## src/hdl/reset_flags_pkg.sv

```systemverilog
// shared constants for the reset source indication block
package reset_flags_pkg;
  // ====================================================================
  // register map
  localparam logic [3:0] WATCHDOG_CONTROL_OFFSET = 4'h0;
  localparam logic [3:0] IRQ_STATUS_OFFSET       = 4'h4;
  localparam logic [3:0] IRQ_MASK_OFFSET         = 4'h8;
  localparam logic [3:0] OPTION_OFFSET           = 4'hC;
  // ====================================================================
  // field positions in the watchdog control register
  localparam int LONG_HW_POS   = 4;
  localparam int SHORT_HW_POS  = 3;
  localparam int SOFTWARE_POS  = 2;
  localparam int WATCHDOG_POS  = 1;
  // ====================================================================
  // event bits in status and mask
  localparam int EV_LONG_HW    = 0;
  localparam int EV_SHORT_HW   = 1;
  localparam int EV_SOFTWARE   = 2;
  localparam int EV_WATCHDOG   = 3;
  localparam int EV_END_INIT   = 4;
  localparam int EV_SERVICE    = 5;
  localparam int EV_WIDTH      = 6;
  // ====================================================================
  // reset values
  localparam logic [31:0] WATCHDOG_CONTROL_RESET = 32'h0000_0000;
  localparam logic [5:0]  IRQ_MASK_RESET         = 6'h00;
  localparam logic        BIDIR_RESET            = 1'b0;
endpackage : reset_flags_pkg

```

## src/hdl/reset_source_flags.sv

```systemverilog
// reset source indication flags with avalon slave and interrupt
// ====================================================================
// What this block does
// - four flags at bits 4,3,2,1
// - long reset sets long,short,software; clears watchdog
// - short reset sets short,software; clears watchdog
// - software reset sets software flag only while the bidirectional option is off
// - watchdog reset sets software and watchdog flags
// - end of init clears three hardware/software flags
// - watchdog service clears only watchdog flag
// - bidirectional option also sets hardware flags
`timescale 1ns/100ps
module reset_source_flags
(
  input  wire logic        clk_sys,
  input  wire logic        reset_n,
  input  wire logic        long_hw_reset_pin,
  input  wire logic        short_hw_reset_pin,
  input  wire logic        software_reset_instruction,
  input  wire logic        watchdog_reset_event,
  input  wire logic        end_init_instruction,
  input  wire logic        watchdog_service_instruction,
  input  wire logic [3:0]  avs_address,
  input  wire logic        avs_read,
  input  wire logic        avs_write,
  input  wire logic [31:0] avs_writedata,
  input  wire logic [3:0]  avs_byteenable,
  output logic [31:0]      avs_readdata,
  output logic             avs_waitrequest,
  output logic             long_hw_reset_flag,
  output logic             short_hw_reset_flag,
  output logic             software_reset_flag,
  output logic             watchdog_reset_flag,
  output logic             irq
);
  // ====================================================================
  // state
  // one register word; sets and clears meet in a single next-state pass
  typedef struct packed
  {
    logic        long_hw;
    logic        short_hw;
    logic        software;
    logic        watchdog;
    logic [5:0]  status;
    logic [5:0]  mask;
    logic        bidir;
    logic        answered;
    logic [31:0] readdata;
  } state_s;

  state_s st;
  state_s next_st;

  logic long_level;
  logic short_level;
  logic long_pulse;
  logic short_pulse;

  // ====================================================================
  // pin inputs: external reset lines cross into the clock domain
  // a held pin counts once: only its rising edge is an event
  pin_sync u_long_sync
  (
    .clk_sys (clk_sys),
    .reset_n (reset_n),
    .pin     (long_hw_reset_pin),
    .level   (long_level)
  );

  pin_sync u_short_sync
  (
    .clk_sys (clk_sys),
    .reset_n (reset_n),
    .pin     (short_hw_reset_pin),
    .level   (short_level)
  );

  rise_detect u_long_edge
  (
    .clk_sys (clk_sys),
    .reset_n (reset_n),
    .level   (long_level),
    .pulse   (long_pulse)
  );

  rise_detect u_short_edge
  (
    .clk_sys (clk_sys),
    .reset_n (reset_n),
    .level   (short_level),
    .pulse   (short_pulse)
  );

  // ====================================================================
  // helpers
  function automatic logic [31:0] flag_word(input state_s s);
    logic [31:0] w;
    w = 32'h0000_0000;
    w[reset_flags_pkg::LONG_HW_POS]  = s.long_hw;
    w[reset_flags_pkg::SHORT_HW_POS] = s.short_hw;
    w[reset_flags_pkg::SOFTWARE_POS] = s.software;
    w[reset_flags_pkg::WATCHDOG_POS] = s.watchdog;
    return w;
  endfunction : flag_word

  logic       access;
  logic       wr;
  logic       rd;
  logic [5:0] events;
  logic [5:0] w1c;

  // one wait cycle per access, then an answer
  assign access = (avs_read | avs_write) & ~st.answered;
  assign wr     = avs_write & st.answered;
  assign rd     = avs_read & st.answered;
  assign events = {watchdog_service_instruction, end_init_instruction, watchdog_reset_event,
                   software_reset_instruction, short_pulse, long_pulse};
  assign w1c    = (wr && avs_address == reset_flags_pkg::IRQ_STATUS_OFFSET && avs_byteenable[0])
                  ? avs_writedata[5:0] : 6'h00;

  // ====================================================================
  // next state
  always_comb
  begin
    next_st = st;
    next_st.answered = access;
    // service and end-of-init clears come first so a set in the same cycle wins; a pin pulse clears watchdog after a watchdog event sets it
    // service clears watchdog
    if (watchdog_service_instruction)
      next_st.watchdog = 1'b0;
    if (end_init_instruction)
    begin
      next_st.long_hw  = 1'b0;
      next_st.short_hw = 1'b0;
      next_st.software = 1'b0;
    end
    if (software_reset_instruction)
    begin
      next_st.software = 1'b1;
      if (st.bidir)
      begin
        next_st.long_hw  = 1'b1;
        next_st.short_hw = 1'b1;
      end
    end
    if (watchdog_reset_event)
    begin
      next_st.software = 1'b1;
      next_st.watchdog = 1'b1;
      if (st.bidir)
      begin
        next_st.long_hw  = 1'b1;
        next_st.short_hw = 1'b1;
      end
    end
    if (short_pulse)
    begin
      next_st.short_hw = 1'b1;
      next_st.software = 1'b1;
      next_st.watchdog = 1'b0;
      if (st.bidir)
        next_st.long_hw = 1'b1;
    end
    if (long_pulse)
    begin
      next_st.long_hw  = 1'b1;
      next_st.short_hw = 1'b1;
      next_st.software = 1'b1;
      next_st.watchdog = 1'b0;
    end
    // status: set wins over write-one-to-clear
    next_st.status = (st.status & ~w1c) | events;
    if (wr && avs_byteenable[0])
    begin
      if (avs_address == reset_flags_pkg::IRQ_MASK_OFFSET)
        next_st.mask = avs_writedata[5:0];
      if (avs_address == reset_flags_pkg::OPTION_OFFSET)
        next_st.bidir = avs_writedata[0];
    end
    // read returns the addressed register (flags at offset 0), no side effect
    next_st.readdata = 32'h0000_0000;
    if (access && avs_read)
    begin
      unique case (avs_address)
        reset_flags_pkg::WATCHDOG_CONTROL_OFFSET: next_st.readdata = flag_word(st);
        reset_flags_pkg::IRQ_STATUS_OFFSET:       next_st.readdata = {26'h000_0000, st.status};
        reset_flags_pkg::IRQ_MASK_OFFSET:         next_st.readdata = {26'h000_0000, st.mask};
        reset_flags_pkg::OPTION_OFFSET:           next_st.readdata = {31'h0000_0000, st.bidir};
        default:                                  next_st.readdata = 32'h0000_0000;
      endcase
    end
  end

  always_ff @(posedge clk_sys or negedge reset_n)
  begin
    if (!reset_n)
    begin
      st          <= '0;
      st.mask     <= reset_flags_pkg::IRQ_MASK_RESET;
      st.bidir    <= reset_flags_pkg::BIDIR_RESET;
    end
    else
      st <= next_st;
  end

  // ====================================================================
  // outputs
  // flags at their bit positions
  assign long_hw_reset_flag  = st.long_hw;
  assign short_hw_reset_flag = st.short_hw;
  assign software_reset_flag = st.software;
  assign watchdog_reset_flag = st.watchdog;
  assign avs_readdata        = st.readdata;
  assign avs_waitrequest     = access;
  // level interrupt: stays up until software clears the status bit or its mask bit
  assign irq                 = |(st.status & st.mask);
endmodule : reset_source_flags

```

## src/hdl/pin_sync.sv

```systemverilog
// two flip-flop synchroniser for one level input
`timescale 1ns/100ps
module pin_sync
(
  input  wire logic clk_sys,
  input  wire logic reset_n,
  input  wire logic pin,
  output logic      level
);
  logic first;
  always_ff @(posedge clk_sys or negedge reset_n)
  begin
    if (!reset_n)
    begin
      first <= 1'b0;
      level <= 1'b0;
    end
    else
    begin
      first <= pin;
      level <= first;
    end
  end
endmodule : pin_sync

```

## src/hdl/rise_detect.sv

```systemverilog
// one-cycle pulse on rising edge of a synchronous level
`timescale 1ns/100ps
module rise_detect
(
  input  wire logic clk_sys,
  input  wire logic reset_n,
  input  wire logic level,
  output logic      pulse
);
  logic last;
  always_ff @(posedge clk_sys or negedge reset_n)
  begin
    if (!reset_n)
      last <= 1'b0;
    else
      last <= level;
  end
  assign pulse = level & ~last;
endmodule : rise_detect

```

## config.mk

```make
export PLATFORM = sky130hd
export DESIGN_NAME = reset_source_flags
export DESIGN_NICKNAME = d
export VERILOG_FILES = /design/src/hdl/reset_flags_pkg.sv /design/src/hdl/reset_source_flags.sv /design/src/hdl/pin_sync.sv /design/src/hdl/rise_detect.sv
export SDC_FILE = /design/constraint.sdc
export NUM_CORES = 1
export LEC_CHECK = 0
export ABC_AREA = 1
export BUFFER_PORTS_ARGS = -buffer_cell sky130_fd_sc_hd__clkbuf_2
export CAP_MARGIN = 20
export CELL_PAD_IN_SITES_DETAIL_PLACEMENT = 1
export CELL_PAD_IN_SITES_GLOBAL_PLACEMENT = 1
export CORE_ASPECT_RATIO = 0.9
export CORE_MARGIN = 2
export CORE_UTILIZATION = 28
export CTS_BUF_LIST = sky130_fd_sc_hd__clkbuf_4 sky130_fd_sc_hd__clkbuf_8 sky130_fd_sc_hd__clkbuf_16
export CTS_CLUSTER_DIAMETER = 120
export CTS_CLUSTER_SIZE = 14
export DETAILED_ROUTE_END_ITERATION = 8
export PLACE_DENSITY = 0.83
export SYNTH_ARGS = -nofsm -noshare
export SYNTH_HDL_FRONTEND = slang
export SYNTH_SLANG_ARGS = --single-unit
```

## constraint.sdc

```tcl
create_clock -name clk_sys -period 1 [get_ports clk_sys]
set_input_delay 0.15 -clock clk_sys [delete_from_list [all_inputs] [get_ports clk_sys]]
set_output_delay 0.15 -clock clk_sys [all_outputs]
set_load 0.1 [all_outputs]
```

Word-level counts from Yosys, hierarchy flattened
Index checks and enable logic that the tools add are counted.
Cells by class
  multiplexer cells: 12
  equal/unequal tests: 3
  bitwise gates (word level): 12
  reduce and logical (&&, ||, !) cells: 10
Operators with widths (count)
  6-bit case mux with 4 select lines: 1
  6-bit bitwise AND: 2
  4-bit two-way mux: 3
  6-bit two-way mux: 2
  4-bit equality test (second input constant): 2
  3-bit two-way mux: 2
  6-bit NOT: 1
  6-bit bitwise OR: 1
  6-bit OR reduction: 1
  5-bit nonzero test: 1
  1-bit bitwise AND: 4
  4-bit by 3-bit equality test with 1-bit output (second input constant): 1
  1-bit logical AND: 4
  4-bit logical NOT: 1
  2-bit two-way mux: 2
  2-bit AND reduction: 2
  4-bit nonzero test: 1
  1-bit NOT: 3
  1-bit two-way mux: 2
  1-bit bitwise OR: 1
Word-level totals
  word-level logic and storage cells: 52
  register bits after elaboration: 56

Logic depth before layout (Yosys ltp)
Gate-level depths: netlist of the first run.
  depth in word-level cells: 8
  mapped depth: 6
  gate-level depth less buffers: 6

Modules after synthesis
A second synthesis of the first run with hierarchy kept.
Second synthesis, totals
  cell total of the unflattened synthesis: 189
  area, all modules: 1600.3 µm²
Modules (own cells, without submodules)
  reset_source_flags: seq. area each 600.6 µm², area each 1430.1 µm², cells each 179, times used 1
  pin_sync: seq. area each 50.0 µm², area each 50.0 µm², cells each 2, times used 2
  rise_detect: seq. area each 25.0 µm², area each 35.0 µm², cells each 3, times used 2

Worst setup path after synthesis of the first run
No wires, ideal clock.
  path kind: register -> register
  start point: register st[32] (netlist bit)
  end point: register st[32] (netlist bit)
  stages on the path, launching flop included: 2
  slack: -0.971 ns
  buffers on the path: 0
  setup time: 0.267 ns
  arrival: 1.704 ns
  period minus slack after synthesis: 1.971 ns
  path through: dfrtp_1 > nor2_1
On the way
  longest elaborated chain between the ends: 2
RTL lines
  from (decl): line reset_source_flags.sv:52  | state_s st;
  from (signal assigned): line reset_source_flags.sv:204  | st <= next_st;
  1-bit NOT: line reset_source_flags.sv:114  | assign access = (avs_read | avs_write) & ~st.answered;
  1-bit bitwise AND: line reset_source_flags.sv:114
  named net avs_waitrequest: line reset_source_flags.sv:29  | output logic avs_waitrequest,
The timed path passes the listed nets, and every way through them passes these cells.
A chain may end at the register's enable or synchronous reset.

Worst setup path in the final report of the first run
  start point: register st[42] (netlist bit)
  end point: output port irq
On the way
  longest elaborated chain between the ends: 2
RTL lines
  6-bit bitwise AND: line reset_source_flags.sv:217  | assign irq = |(st.status & st.mask);
  6-bit OR reduction: line reset_source_flags.sv:217
  to (decl): line reset_source_flags.sv:34  | output logic irq
No other way between the ends.

==> flow_metrics.tcl, run 1 <==
set metrics [dict create \
    status "finished with violations" \
    violations "negative setup slack" \
    pin_count 88 \
    min_path_type "input pin to flip-flop" \
    start_util 0.285 \
    cp-startpoint "st[42]" \
    critical_path_class "flip-flop to output port" \
    synth.distinct_cells 21 \
    combPwrFrac 0.368 \
    p_leak_nw 1.32 \
    antenna_found_initial 0 \
    core_mm2 0.00556 \
    largest_reg_flops 14 \
    pwr-share-clk 0.297 \
    wl_um 4280 \
    drtIter0Drc 38 \
    tritoncts "built" \
    synth_area_leaders "dfrtp_1 47%, buf_4 15%, nand2_1 11%, nand3_1 9.1%, inv_1 4.0%" \
    fmax_mhz 692 \
    clkTransAtPathRegs_ns 0.06 \
    intPower_mw 2.47 \
    nets 303 \
    syn_inst 186 \
    place_ws_ns -0.188 \
    worstSkewPairLatency_ns 0.29 \
    rows 26 \
    via_per_inst 4.26 \
    vias 1381 \
    hold_viol 0 \
    synth_top_area_share 0.473 \
    die_w_um 83.4 \
    final_common_cell "nand2_1" \
    drc 0 \
    crit_required_ns 0.85 \
    slew_violations 0 \
    dr.pass1.iters 4 \
    rsz0062_at_grt "yes" \
    cts_sinks 30 \
    dp_hpwl_um 3140 \
    synth_seq_cells 30 \
    crit_arrival_ns 1.30 \
    setup-tns-final_ns -2.91 \
    grt_max_degree 31 \
    ir_drop_v 0.00105 \
    fin_ws_ns -0.445 \
    gp_congestion 0.814 \
    seq_area_frac_synth 0.473 \
    hold_path.startpoint "watchdog_service_instruction" \
    n_antenna_cell 0 \
    numCtsBuffers 5 \
    synth_warnings 0 \
    r2r_start "st[32]" \
    slew_headroom 0.663 \
    syn_avg_cell_area_um2 8.54 \
    die_area_mm2 0.00629 \
    layout_common_cells "30 x nand2_1, 26 x conb_1, 26 x dfrtp_1" \
    crit_path_max_fanout 2 \
    fp.dieH_um 75.4 \
    overflow 0 \
    synth_top_cell_by_area "dfrtp_1" \
    grt_pass1_wl_um 6450 \
    top_register "st" \
    syn-cell-area_mm2 0.00159 \
    setup_viol 28 \
    cts_max_path_buffers 2 \
    switching_share 0.394 \
    cts_htree_levels 2 \
    skew_ns 0.00528 \
    area_growth_pct 59.5 \
    startpoint_type "flip-flop" \
    finalCritPeriodShare 1.45 \
    drive_gt1_frac 0.524 \
    grt_usage 0.133 \
    maxCapViolations 0 \
    postRouteAntennaNets 0 \
    power.density_mw_per_mm2 1610 \
    power_frac_seq 0.335 \
    cp-end-kind "output port" \
    root_buffer "clkbuf_8" \
    wl_per_cell_um 13.2 \
    worst_slew_pin_slew_ns 0.504 \
    port-buffer-count 32 \
    p_sw_mw 1.60 \
    grt_pass1_vias 1375 \
    period_minus_slack_ns 1.45 \
]
power by group through the flow:
stage,logic (mW),clock network (mW),registers [mW]
2_1_floorplan,0.874,0,1.48
3_3_place_gp,1.31,0,1.38
3_5_place_dp,1.32,0,1.39
4_1_cts,1.42,1.22,1.36
5_1_grt,1.57,1.29,1.37
6_report,1.50,1.21,1.36
critical path, cell delays in order, from the launching register on:
cell     delay (ns)
dfrtp_1        0.38
nand2_1        0.09
nand2_2        0.06
a21oi_2        0.10
nand4_1        0.17
buf_12         0.22
cell usage after synthesis, drive strengths merged:
library cell / number
nand2: 48
buf: 33
dfrtp: 30
nand3: 30
inv: 19
nor2: 12
o21ai: 7
a21oi: 3
a21boi: 1
a22oi: 1
conb: 1
nand4: 1
cells by family (layout without fill, tap and decap cells):
kind of cell           after synthesis  count (layout)  synth area share
AND/OR/NAND/NOR                     91              91             0.281
buffers and inverters               52              95             0.203
flip-flops                          30              30             0.473
AO/OA/AOI/OAI                       12              12            0.0410
other                                1              26           0.00236
final timing paths:
check,cells past startpoint,end,slack [ns]
min in group asynchronous,3,u_short_sync.level,0.36
hold reg to reg,0,u_long_sync.level,0.35
hold / removal,3,st[45],0.06
setup / recovery,5,irq,-0.45
max in group asynchronous,3,watchdog_reset_flag,0.46
setup reg to reg,6,st[43],-0.19
per-layer routing:
layer	track usage	share of wire	vias to the layer above
li1	-	-	664
met1	0.159	0.40	662
met2	0.246	0.53	44
met3	0.0303	0.042	11
met4	0.0383	0.025	0
met5	0	0	-
cell type report:
type	count	area, µm²
multi-input combinational	129	815
tap	70	87.6
timing repair buffer	68	681
clock inverter	3	40.0
fill	631	3030
sequential	30	766
clock buffer	5	68.8
inverter	19	75.1
per-stage QoR:
stage,cells,util,power (mW),hold slack (ns),area (µm²)
detailed placement,303,0.374,2.71,0.121,2080
CTS,320,0.426,4.00,0.0648,2370
finish,324,0.455,4.07,0.0638,2530
global route,324,0.455,4.23,0.0748,2530
floorplan,211,-,2.35,-0.146,1700
global placement,303,0.374,2.69,0.111,2080
what timing repair did:
item / CTS / global route
hold buffers: 3 / 0
setup buffers: 6 / 4
setup endpoints to repair: 30 / 31
gates resized for setup: 30 / 37
hold endpoints to repair: 32 / 0
pin swaps: 24 / 21
No activity file was read; power rests on OpenSTA's default activity.
==> inputs of run 2 (changes only) <==
- CTS_BUF_LIST: sky130_fd_sc_hd__clkbuf_4 sky130_fd_sc_hd__clkbuf_8 sky130_fd_sc_hd__clkbuf_16 -> sky130_fd_sc_hd__clkbuf_16
==> run 2 against run 1 <==
Effect of this change: core utilization up 1.1 points; critical path type unchanged; die area unchanged; the run still ends with negative setup slack left; hold slack better by 0.0038 ns; largest cell class unchanged; first-iteration DRC count up 39%; critical path depth unchanged; sequential power about the same; final cell count down 0.31%; clock skew down 0.00064 ns; routed wire length up 5.2%; design area up 2.5%.
==> flow_metrics.tcl, run 2 (synthesis gave the netlist of run 1 again) <==
set metrics [dict create \
    status "finished with violations" \
    violations "negative setup slack" \
    crit_arrival_ns 1.30 \
    cts_max_path_buffers 2 \
    setup_viol 25 \
    grt_pass1_wl_um 6760 \
    maxCapViolations 0 \
    vias 1391 \
    slew_headroom 0.592 \
    start_util 0.285 \
    antenna_found_initial 0 \
    power.density_mw_per_mm2 1760 \
    die_area_mm2 0.00629 \
    root_buffer "clkbuf_16" \
    cp-end-kind "output port" \
    fin_ws_ns -0.445 \
    slowest_stage "dfrtp_1" \
    n_antenna_cell 0 \
    top_register "st" \
    crit_cells 5 \
    cp-startpoint "st[43]" \
    cts_sinks 30 \
    postRouteAntennaNets 0 \
    clkTransAtPathRegs_ns 0.05 \
    period_minus_slack_ns 1.45 \
    port-buffer-count 32 \
    grt_usage 0.143 \
    postPlaceCellArea_mm2 0.00208 \
    worst_slew_pin_slew_ns 0.609 \
    pin_count 88 \
    rsz0062_at_grt "yes" \
    finalCritPeriodShare 1.45 \
    finish.instance_area_mm2 0.00260 \
    grt_max_degree 31 \
    rows 26 \
    cts_htree_levels 2 \
    cp_num_buf_inv 1 \
    drive_gt1_frac 0.530 \
    numCtsBuffers 5 \
    crit_required_ns 0.85 \
    total_power_mw 4.58 \
    largest_reg_flops 14 \
    tritoncts "built" \
    fmax_mhz 692 \
    r2r_start "st[32]" \
    layout_common_cells "28 x nand2_1, 26 x conb_1, 26 x dfrtp_1" \
    hold_viol 0 \
    setup-tns-final_ns -2.86 \
    gp_congestion 0.814 \
    reg2reg_slack_ns -0.19 \
    core_mm2 0.00556 \
    cp_cell_sequence "nand2_1, nand2_2, a21oi_2, nand4_1, buf_12" \
    area_growth_pct 63.5 \
    p_leak_nw 1.34 \
    reg2reg_to "st[42]" \
    overflow 0 \
    fp.dieH_um 75.4 \
    grt_pass1_vias 1424 \
    drtIter0Drc 53 \
    dp_hpwl_um 3140 \
    die_w_um 83.4 \
    wl_per_cell_um 13.9 \
    startpoint_type "flip-flop" \
    dr.pass1.iters 4 \
    worstSkewPairLatency_ns 0.28 \
    ir_drop_v 0.00106 \
    wl_um 4500 \
    nets 302 \
    drc 0 \
    path_delay_family "flip-flops" \
    min_path_type "input pin to flip-flop" \
    critical_path_class "flip-flop to output port" \
    skew_ns 0.00464 \
    final_common_cell "nand2_1" \
    rr_worst_depth 6 \
    crit_end "irq" \
    critPathMaxStageDelay_ns 0.37 \
    crit_path_max_fanout 2 \
    via_per_inst 4.31 \
    slew_violations 0 \
]
## run 2: how the worst min path moves through the flow
stage                                      start                 end  slack [ns]  cells after the start
global placement                         reset_n   u_long_sync.first        0.11                      2
CTS                 watchdog_service_instruction              st[45]        0.07                      3
floorplan                                reset_n     avs_readdata[0]       -0.15                      0
detailed placement                       reset_n  u_short_sync.level        0.12                      2
finish              watchdog_service_instruction              st[45]        0.07                      3
global route        watchdog_service_instruction              st[45]        0.08                      3
## run 2: report_power, final
group	switching, mW	internal, mW
Combinational	1.07	0.437
Sequential	0.0629	1.30
Clock	0.538	1.16
Total	1.67	2.90
## run 2: stage by stage
stage	cells	util	hold WS (ns)	setup WS (ns)
floorplan	211	-	-0.146	-0.621
global placement	303	0.374	0.111	-0.159
detailed placement	303	0.374	0.121	-0.188
CTS	321	0.439	0.0657	-0.457
global route	323	0.467	0.0823	-0.487
finish	323	0.467	0.0676	-0.445
## run 2: metal layers
metal	GRT usage	wire length, µm	vias to the layer above
li1	-	-	660
met4	0.0710	123	0
met3	0.0368	206	11
met2	0.261	2440	46
met1	0.161	1730	674
met5	0	0	-
## run 2: final cells by class
class / count / area (µm²)
repair buffers: 67 / 673
well taps: 70 / 87.6
clock inverters: 3 / 40.0
clock buffers: 5 / 125
fillers: 619 / 2970
multi-input cells: 129 / 830
flip-flops and latches: 30 / 766
inverters: 19 / 75.1
## run 2: repair_timing
action | 4_1_cts | 5_1_grt
setup endpoints to repair | 26 | 31
gates resized for setup | 32 | 39
setup buffers | 7 | 4
pin swaps | 25 | 23
endpoints found under the hold margin | 32 | 0
hold buffers | 3 | 0
## run 2: tightest hold or removal path, cell delays in order
cell and delay (ns):
clkbuf_2 0.07, inv_1 0.04, nand2_1 0.05
==> inputs of run 3 (changes only) <==
- SLEW_MARGIN: default -> 40
- SYNTH_HIERARCHICAL: default -> 1
==> run 3 against run 2 <==
Effect of this change: the flow still finishes with violations (negative setup slack); clock power about the same; core utilization decreased by 1.3 points; via count rose by 2.5%; sequential power hardly changed; synthesized cell count increased by 1.6%; hold slack improved by 0.010 ns; critical path type unchanged; critical endpoint unchanged; largest cell class unchanged.
==> flow_metrics.tcl, run 3 <==
set metrics [dict create \
    status "finished with violations" \
    violations "negative setup slack" \
    intPower_mw 2.91 \
    power.density_mw_per_mm2 1810 \
    syn-cell-area_mm2 0.00160 \
    switching_share 0.367 \
    skew_ns 0.00805 \
    synth_top_cell_by_area "dfrtp_1" \
    synth_warnings 6 \
    dr.pass1.iters 4 \
    fin_ws_ns -0.481 \
    crit_arrival_ns 1.33 \
    place_ws_ns -0.242 \
    synthTopCellsByCount "47 x nand2_1, 32 x buf_4, 30 x dfrtp_1" \
    synth.distinct_cells 20 \
    yosys_most_used_dff "dfrtp_1" \
    grt_usage 0.151 \
    cts_max_path_buffers 2 \
    core_mm2 0.00560 \
    fmax_mhz 675 \
    async_flop_share 1.00 \
    overflow 0 \
    crit_path_max_fanout 2 \
    startpoint_type "flip-flop" \
    drtIter0Drc 58 \
    antenna_found_initial 0 \
    n_antenna_cell 0 \
    rr_worst_depth 6 \
    synth_edf_count 0 \
    finalCritPeriodShare 1.48 \
    layout_common_cells "32 x nand2_1, 26 x conb_1, 26 x dfrtp_1" \
    slew_violations 0 \
    gp_congestion 0.909 \
    grt_max_degree 17 \
    n_fill_cell 636 \
    r2r_start "st[32]" \
    hold_end "st[45]" \
    postPlaceCellArea_mm2 0.00207 \
    cp-end-kind "output port" \
    seq_area_frac_synth 0.469 \
    pin_count 88 \
    via_per_inst 4.35 \
    reg2reg_to "st[43]" \
    pwr-share-clk 0.371 \
    tritoncts "built" \
    synth_area_leaders "dfrtp_1 47%, buf_4 15%, nand2_1 11%, nand3_1 9.1%, inv_1 4.2%" \
    worstSkewPairLatency_ns 0.28 \
    start_util 0.286 \
    combPwrFrac 0.330 \
    syn_inst 189 \
    area_growth_pct 58.8 \
    dp_hpwl_um 3300 \
    grt_pass1_wl_um 7290 \
    port-buffer-count 32 \
    period_minus_slack_ns 1.48 \
    yosysMostFrequentCell "nand2_1" \
    hold_viol 0 \
    setup_viol 24 \
    p_sw_mw 1.69 \
    postRouteAntennaNets 0 \
    p_leak_nw 1.33 \
    crit_required_ns 0.85 \
    ir_drop_v 0.00124 \
    drive_gt1_frac 0.519 \
    clkTransAtPathRegs_ns 0.05 \
    finish.instance_area_mm2 0.00254 \
    hold_slack_ns 0.0778 \
    maxCapViolations 0 \
    numCtsBuffers 5 \
    hold_path.startpoint "watchdog_service_instruction" \
    wl_um 4690 \
    nets 307 \
    rsz0062_at_grt "yes" \
    top_register "st" \
    fp.dieH_um 75.7 \
    critical_path_class "flip-flop to output port" \
    rows 26 \
    grt_pass1_vias 1553 \
    reg2reg_slack_ns -0.17 \
    final_common_cell "nand2_1" \
    synth_top_area_share 0.469 \
    cts_sinks 30 \
    min_path_type "input pin to flip-flop" \
    drc 0 \
    vias 1426 \
    cts_htree_levels 2 \
    synth_seq_cells 30 \
    power_frac_seq 0.299 \
    whs_path_depth 3 \
    root_buffer "clkbuf_16" \
    syn_avg_cell_area_um2 8.47 \
    die_w_um 83.7 \
    wl_per_cell_um 14.3 \
    die_area_mm2 0.00634 \
    largest_reg_flops 14 \
]
run 3: kinds of logic after synthesis:
logic type,after synthesis,synth area share
flip-flops,30,0.469
buffers and inverters,53,0.204
AND/OR/NAND/NOR,94,0.289
other,1,0.00234
AO/OA/AOI/OAI,11,0.0360
run 3: final cells by class:
type | count | area [µm²] | area share
Multi-Input combinational cell | 131 | 773 | 0.304
Sequential cell | 30 | 766 | 0.301
Timing Repair Buffer | 69 | 671 | 0.264
Clock buffer | 5 | 125 | 0.0492
Tap cell | 70 | 87.6 | 0.0345
Inverter | 20 | 78.8 | 0.0310
Clock inverter | 3 | 40.0 | 0.0158
run 3: power by group through the flow:
stage | clock network (mW) | registers [mW] | logic, mW
floorplan | 0 | 1.49 | 0.877
global placement | 0 | 1.39 | 1.30
detailed placement | 0 | 1.40 | 1.33
CTS | 1.74 | 1.37 | 1.44
global route | 1.80 | 1.38 | 1.59
finish | 1.70 | 1.37 | 1.52
run 3: routing by layer:
layer  up-vias  wire length (µm)  GRT usage
li1        669                 -          -
met5         -                 0          0
met4         0                90     0.0645
met1       701              1780      0.164
met2        47              2620      0.292
met3         9               197     0.0314
run 3: timing repair:
action	CTS	global route
gates resized for setup	26	39
endpoints found under the hold margin	16	0
setup endpoints to repair	27	34
setup buffers	8	4
pin swaps	12	29
hold buffers	3	0
run 3: critical path: stages (launching register included):
cell	delay, ns
dfrtp_1	0.39
nand2_1	0.07
nand2_1	0.06
a21oi_2	0.13
nand4_1	0.17
buf_12	0.22
run 3: worst max-delay path by stage:
stage / from / end / slack [ns] / cells after the start
2_1_floorplan: st[42] / irq / -0.62 / 4
3_3_place_gp: st[42] / irq / -0.15 / 5
3_5_place_dp: st[42] / irq / -0.24 / 5
4_1_cts: st[42] / irq / -0.50 / 5
5_1_grt: st[42] / irq / -0.56 / 5
6_report: st[42] / irq / -0.48 / 5
run 3: through the flow:
stage	power, mW	TNS, ns	instances	utilization
after global placement	2.70	-0.245	306	0.369
after CTS	4.56	-2.38	325	0.428
after floorplan	2.37	-1.08	214	-
final	4.59	-2.72	328	0.454
after detailed placement	2.73	-0.884	306	0.369
after global routing	4.77	-4.23	328	0.454
